`config.mk`:
```
export PLATFORM = sky130hd
export DESIGN_NAME = bbar_regs
export DESIGN_NICKNAME = d
export VERILOG_FILES = /design/src/hw/bbar_pkg.sv /design/src/hw/bbar_regs.sv
export SDC_FILE = /design/constraint.sdc
export NUM_CORES = 1
export LEC_CHECK = 0
export ABC_AREA = 1
export BUFFER_PORTS_ARGS = -buffer_cell sky130_fd_sc_hd__buf_2
export CAP_MARGIN = 20
export CORE_UTILIZATION = 40
export DETAILED_ROUTE_END_ITERATION = 7
export PLACE_DENSITY = 0.59
export SLEW_MARGIN = 10
export SYNTH_ARGS = -nofsm -noshare
export SYNTH_HDL_FRONTEND = slang
export SYNTH_SLANG_ARGS = --single-unit
```
`constraint.sdc`:
```
create_clock -name clk -period 4.7 [get_ports clk]
set_input_delay 0.235 -clock clk [delete_from_list [all_inputs] [get_ports clk]]
set_output_delay 0.235 -clock clk [all_outputs]
set_load 0.01 [all_outputs]
```
`src/hw/bbar_pkg.sv`:
```
package bbar_pkg;

  localparam logic [31:0] BBAR_ADDR_BUF0_START = 32'h0FFFFF0C;
  localparam logic [31:0] BBAR_ADDR_BUF1_START = 32'hFFFFFF1C;
  localparam logic [31:0] BBAR_ADDR_BUF0_PTR   = 32'h0FFFFF2C;
  localparam logic [31:0] BBAR_ADDR_BUF1_PTR   = 32'h0FFFFF3C;
  localparam logic [31:0] BBAR_ADDR_PM_START   = 32'h0FFFFF6C;
  localparam logic [31:0] BBAR_ADDR_POWER_MGMT_WINDOW_MASK    = 32'hFFFFFF7C;

  localparam int BBAR_IDX_MSB  = 11;
  localparam int BBAR_IDX_LSB  = 4;
  localparam int BBAR_BYTE_MSB = 3;
  localparam int BBAR_BYTE_LSB = 0;
  localparam int BBAR_SPAD_MSB = 3;
  localparam int BBAR_SPAD_LSB = 2;

  localparam logic [15:0] BBAR_OP_REWIND0 = 16'h0F3A;
  localparam logic [15:0] BBAR_OP_REWIND1 = 16'h0F3B;
  localparam logic [15:0] BBAR_OP_WRITE   = 16'h0F3C;
  localparam logic [15:0] BBAR_OP_READ    = 16'h0F3D;

  localparam logic [31:0] BBAR_IO_HIGH_BIT = 32'h80000000;

  typedef struct packed {
    logic        valid;
    logic [15:0] opcode;
    logic [31:0] general_base_reg;
    logic [31:0] accumulator_reg;
  } bbar_instr_t;

  typedef struct packed {
    logic        valid;
    logic        illegal_op;
    logic        rd_valid;
    logic [31:0] accumulator_reg;
  } bbar_result_t;

  typedef struct packed {
    logic        req;
    logic        buf_sel;
    logic        done;
  } bbar_blit_req_t;

endpackage

```
`src/hw/bbar_regs.sv`:
```
`timescale 1ns/1ps
module bbar_regs (
  input  wire logic                   clk,
  input  wire logic                   rst_n,
  input  wire logic [31:0]            global_config_reg,
  input  wire bbar_pkg::bbar_instr_t  instr,
  output bbar_pkg::bbar_result_t      result,
  output logic                        io_valid,
  output logic [31:0]                 io_addr,
  output logic                        io_write,
  output logic [31:0]                 io_data,
  output logic [1:0]                  mem_map_base,
  input  wire bbar_pkg::bbar_blit_req_t blit,
  output logic                        spad_valid,
  output logic [11:0]                 spad_addr
);
  import bbar_pkg::*;

  logic [15:0] buf_start [2];
  logic [7:0]  buf_line  [2];
  logic [31:0] pm_start;
  logic [31:0] power_mgmt_window_mask;

  // Memory map base passes straight through, independent of enable
  assign mem_map_base = global_config_reg[1:0];

  wire gfx_enabled = global_config_reg[BBAR_SPAD_MSB:BBAR_SPAD_LSB] != 2'b00;

  wire is_rw0 = instr.opcode == BBAR_OP_REWIND0;
  wire is_rw1 = instr.opcode == BBAR_OP_REWIND1;
  wire is_wr  = instr.opcode == BBAR_OP_WRITE;
  wire is_rd  = instr.opcode == BBAR_OP_READ;
  wire is_gfx = is_rw0 | is_rw1 | is_wr | is_rd;

  wire exec    = instr.valid & is_gfx & gfx_enabled;
  wire trap    = instr.valid & is_gfx & ~gfx_enabled;
  wire do_wr   = exec & is_wr;
  wire do_rd   = exec & is_rd;
  wire rewind0 = exec & is_rw0;
  wire rewind1 = exec & is_rw1;

  wire [31:0] reg_addr = instr.general_base_reg;
  wire [31:0] wdata    = instr.accumulator_reg;

  wire sel_s0 = reg_addr == BBAR_ADDR_BUF0_START;
  wire sel_s1 = reg_addr == BBAR_ADDR_BUF1_START;
  wire sel_p0 = reg_addr == BBAR_ADDR_BUF0_PTR;
  wire sel_p1 = reg_addr == BBAR_ADDR_BUF1_PTR;
  wire sel_pb = reg_addr == BBAR_ADDR_PM_START;
  wire sel_pm = reg_addr == BBAR_ADDR_POWER_MGMT_WINDOW_MASK;

  // Reserved bits forced to zero on store
  wire [15:0] start_wval = {4'h0, wdata[BBAR_IDX_MSB:BBAR_BYTE_LSB]};
  wire [7:0]  line_wval  = wdata[BBAR_IDX_MSB:BBAR_IDX_LSB];

  wire [31:0] rd_mux =
      sel_s0 ? {16'h0000, buf_start[0]} :
      sel_s1 ? {16'h0000, buf_start[1]} :
      sel_p0 ? {20'h00000, buf_line[0], 4'h0} :
      sel_p1 ? {20'h00000, buf_line[1], 4'h0} :
      sel_pb ? pm_start :
      sel_pm ? power_mgmt_window_mask : 32'h00000000;

  // Blit translation: line index plus start byte
  wire       bsel     = blit.buf_sel;
  wire [7:0] cur_line = buf_line[bsel];
  wire [3:0] cur_byte = buf_start[bsel][BBAR_BYTE_MSB:BBAR_BYTE_LSB];

  // Per-buffer pointer events; blit done and rewind both reload from start
  wire adv0 = blit.req & ~bsel;
  wire adv1 = blit.req & bsel;
  wire rld0 = (blit.done & ~bsel) | rewind0;
  wire rld1 = (blit.done & bsel) | rewind1;
  wire swr0 = do_wr & sel_p0;
  wire swr1 = do_wr & sel_p1;

  // Everything it reads comes in as an argument, so the nets track all inputs
  // Priority, lowest first: advance, reload, software write
  function automatic logic [7:0] next_line_f(input logic [7:0] cur,
                                             input logic [7:0] start_idx,
                                             input logic       adv,
                                             input logic       rld,
                                             input logic       swr,
                                             input logic [7:0] sw_val);
    logic [7:0] v;
    v = cur;
    if (adv) begin
      v = cur + 8'h01;
    end
    if (rld) begin
      v = start_idx;
    end
    if (swr) begin
      v = sw_val;
    end
    return v;
  endfunction

  wire [7:0] next_line0 = next_line_f(buf_line[0], buf_start[0][BBAR_IDX_MSB:BBAR_IDX_LSB],
                                      adv0, rld0, swr0, line_wval);
  wire [7:0] next_line1 = next_line_f(buf_line[1], buf_start[1][BBAR_IDX_MSB:BBAR_IDX_LSB],
                                      adv1, rld1, swr1, line_wval);

  // Storage registers have no reset value; software loads them
  always_ff @(posedge clk) begin
    if (do_wr && sel_s0) begin
      buf_start[0] <= start_wval;
    end
    if (do_wr && sel_s1) begin
      buf_start[1] <= start_wval;
    end
    if (do_wr && sel_pb) begin
      pm_start <= wdata;
    end
    if (do_wr && sel_pm) begin
      power_mgmt_window_mask <= wdata;
    end
    buf_line[0] <= next_line0;
    buf_line[1] <= next_line1;
  end

  always_ff @(posedge clk or negedge rst_n) begin
    if (!rst_n) begin
      result     <= '0;
      io_valid   <= 1'b0;
      io_addr    <= 32'h00000000;
      io_write   <= 1'b0;
      io_data    <= 32'h00000000;
      spad_valid <= 1'b0;
      spad_addr  <= 12'h000;
    end else begin
      result.valid           <= instr.valid & is_gfx;
      result.illegal_op      <= trap;
      result.rd_valid        <= do_rd;
      result.accumulator_reg <= do_rd ? rd_mux : 32'h00000000;
      io_valid               <= do_wr | do_rd;
      io_addr                <= reg_addr | BBAR_IO_HIGH_BIT;
      io_write               <= do_wr;
      io_data                <= do_wr ? wdata : 32'h00000000;
      spad_valid             <= blit.req;
      spad_addr              <= {cur_line, cur_byte};
    end
  end
endmodule

```
==> run metrics <==
clock latency on the worst-skew pair=0.52 ns; outcome=finished, final reports clean; Final Wtd Congestion=0.8881; mux cell area share after synthesis=0%; Post-Synth Simple-Gate Area=20.23%; final hold violations=0; Die ar.=0.02277 mm²; Post-synth EDFFs=104; HPWL Detailed=13.85 mm; Worst Skew=0.01170 ns; CTS sink cnt=218; period utilisation layout=64.17%; Die X=150.9 µm; first-pass GRT wire length=33.05 mm; maximum vdd drop=0.0003458 V; setup TNS=0 ns; Syn Nets=946; Seq cells post-synth=218; CTS resizes=0; worst path arrival time=3.23 ns; Die Y=150.9 µm; vias in the first global route=6352; Tightest Pin Transition=0.9942 ns; Final Max Slew Viols=0; Compound-Gate Fraction of Synth Area=4.683%; Ports=234; via/cell ratio=4.706; Required @ worst endpoint=4.91 ns; TritonRoute pass-1 iters=4; post-layout net count=1211; WL/cell=15.57 µm; RSZ-0062 raised after global routing=no; via count=6541; layout cell share with drive strength beyond 1=28.20%; Finish-stage setup viols=0; total global-route track usage=19.08%; Syn Inst Count=826; Clock transition at path regs=0.06 ns; CP Capture Type=flop; Primary FF master, synth=dfrtp_1; clk buf depth=3; Final Util=53.24%; largest family of logic cells by synthesized area=simple AND/OR/NAND/NOR gates; xor/xnor share of the synthesized area=1.185%; routed wire length=21.64 mm; CTS Hold Bufs=57; WHS=0.03351 ns; sequential share of the synthesized area=67.37%; count of buffers from port buffering=201; area share of fa/ha/maj cells after synthesis=0.2821%; f_max=331.6 MHz; Slew HR=33.47%; ant diodes=0; CTS H-tree lvls=1; initial antenna violation count=0; CTS root buf=clkbuf_16; initial core utilization=40.77%; critical path fanouts, max=19; syn avg cell area=10.74 µm²; fraction of registers with async set/reset=52.29%; Cell Rows=54; HP Class=primary input to flop; startpoint types=primary input; Synth cell types=36; ranking of synthesized cells by area=edfxtp_1, dfrtp_1, nand2_1; Synth Cell Area=0.008870 mm²; DRC Markers=0; Max-Cap Viols=0; Core Region=0.02176 mm²; Area Growth Syn to Fin=30.60%; Starting DRT DRC Count=399; Inserted Clock Buffers=25; Pwr Density=370.9 mW/mm²; Min Clock Period, post-route=3.016 ns; synth warn=0; Yosys top cell by area=edfxtp_1; Power Total=0.004297 W; Yosys top cell area share=35.21%; Setup Fix Bufs, Post-CTS=0; pin count of the biggest net entering global routing=61; Pleak=5.679 nW; CTS tree=yes; post-route ant nets=0; GR Overflow Total=0; kind of critical path=primary input to flop
==> final timing paths <==
kind | startpoint | cells past startpoint | slack, ns | end
min reg2reg | buf_start[1][3] | 2 | 0.49 | spad_addr[3]
min | instr[80] | 3 | 0.03 | result[34]
max reg2reg | buf_line[0][2] | 7 | 2.92 | buf_line[0][7]
min in group asynchronous | rst_n | 2 | 0.35 | io_data[22]
max in group asynchronous | rst_n | 3 | 3.17 | result[33]
max | instr[43] | 10 | 1.68 | buf_start[0][7]
==> layout by cell type (no fill, tap or decap), types with 2 or more instances in the layout <==
master,n
nand2_1,201
buf_2,200
dfrtp_1,114
edfxtp_1,104
inv_1,97
dlygate4sd3_1,57
o21ai_0,49
nand3_1,48
nor2_1,47
nor2_2,42
clkbuf_16,29
a21oi_1,28
nand4_1,20
xor2_1,9
buf_4,8
clkbuf_8,7
nor3_1,5
inv_4,4
or2_2,4
clkbuf_1,4
nor2_8,3
xnor2_1,3
o21ai_1,3
nand3_2,2
nor2_4,2
ha_1,2
inv_6,2
clkinv_2,2
==> layout make-up <==
cell class	instances	area (µm²)
inverter	101	386.6
sequential	218	5976
timing repair buffer	265	1632
fill	1939	10170
clock buffer	40	837.1
tap	280	350.3
clock inverter	6	41.29
multi-input combinational	480	2361
==> report_power, final <==
part           switching (W)  internal [W]
logic               0.000148      0.000108
clock network       0.000751       0.00122
registers          0.0000200       0.00205
==> synth_stat cells, types with 2 or more instances <==
cell type and number:
xnor2_1 3, nor2_8 3, ha_1 2, inv_4 3, nand4_1 20, buf_6 5
nand3_1 49, buf_4 2, nor2_1 48, o21ai_1 3, nand2_1 201, dfrtp_1 114
a21oi_1 28, nor3_1 6, or2_2 4, xor2_1 9, o21ai_0 49, edfxtp_1 104
clkbuf_1 6, nor2_2 42, buf_2 14, inv_1 97
==> routing by layer <==
layer  wire, µm  share of wire, %  vias up  global-route usage [%]
met2      10630                49      227                   33.88
met4        430               2.0        0                   4.950
met3       1371               6.3       36                   3.283
li1           -                 -     3203                       -
met1       9206                43     3075                   23.97
met5          0                 0        -                       0
==> per-stage QoR <==
stage               instance area, µm²  worst slack, ns  std cells
floorplan                         8870           0.7828        826
global placement                 10130            1.430       1286
detailed placement               10130            1.407       1286
CTS                              11580            1.402       1389
global route                     11580            1.389       1390
finish                           11580            1.684       1390
==> critical path, stage by stage <==
cell,delay [ns]
dlygate4sd3_1,0.54
buf_2,0.12
nand2_1,0.05
nor2_1,0.09
nand2_1,0.14
nor2_1,0.65
and2_1,0.24
nand2_1,0.39
nor2_1,0.50
buf_4,0.26
==> flip-flops by register name (all words and copies together), names as in the netlist <==
name                    cells
io_valid                    1
spad_addr                  12
buf_line                   16
io_data                    32
io_write                    1
pm_start                   32
io_addr                    32
power_mgmt_window_mask     32
buf_start                  24
spad_valid                  1
result                     35
==> cell families after synthesis <==
family / count (synthesis)
and+or+nand+nor: 383
adders and majority gates: 2
xor gates and xnor gates: 12
buffers and inverters: 128
DFF: 218
AOI/OAI and AO/OA: 82
other: 1
Note: power is estimated with default switching activity, not from simulation.
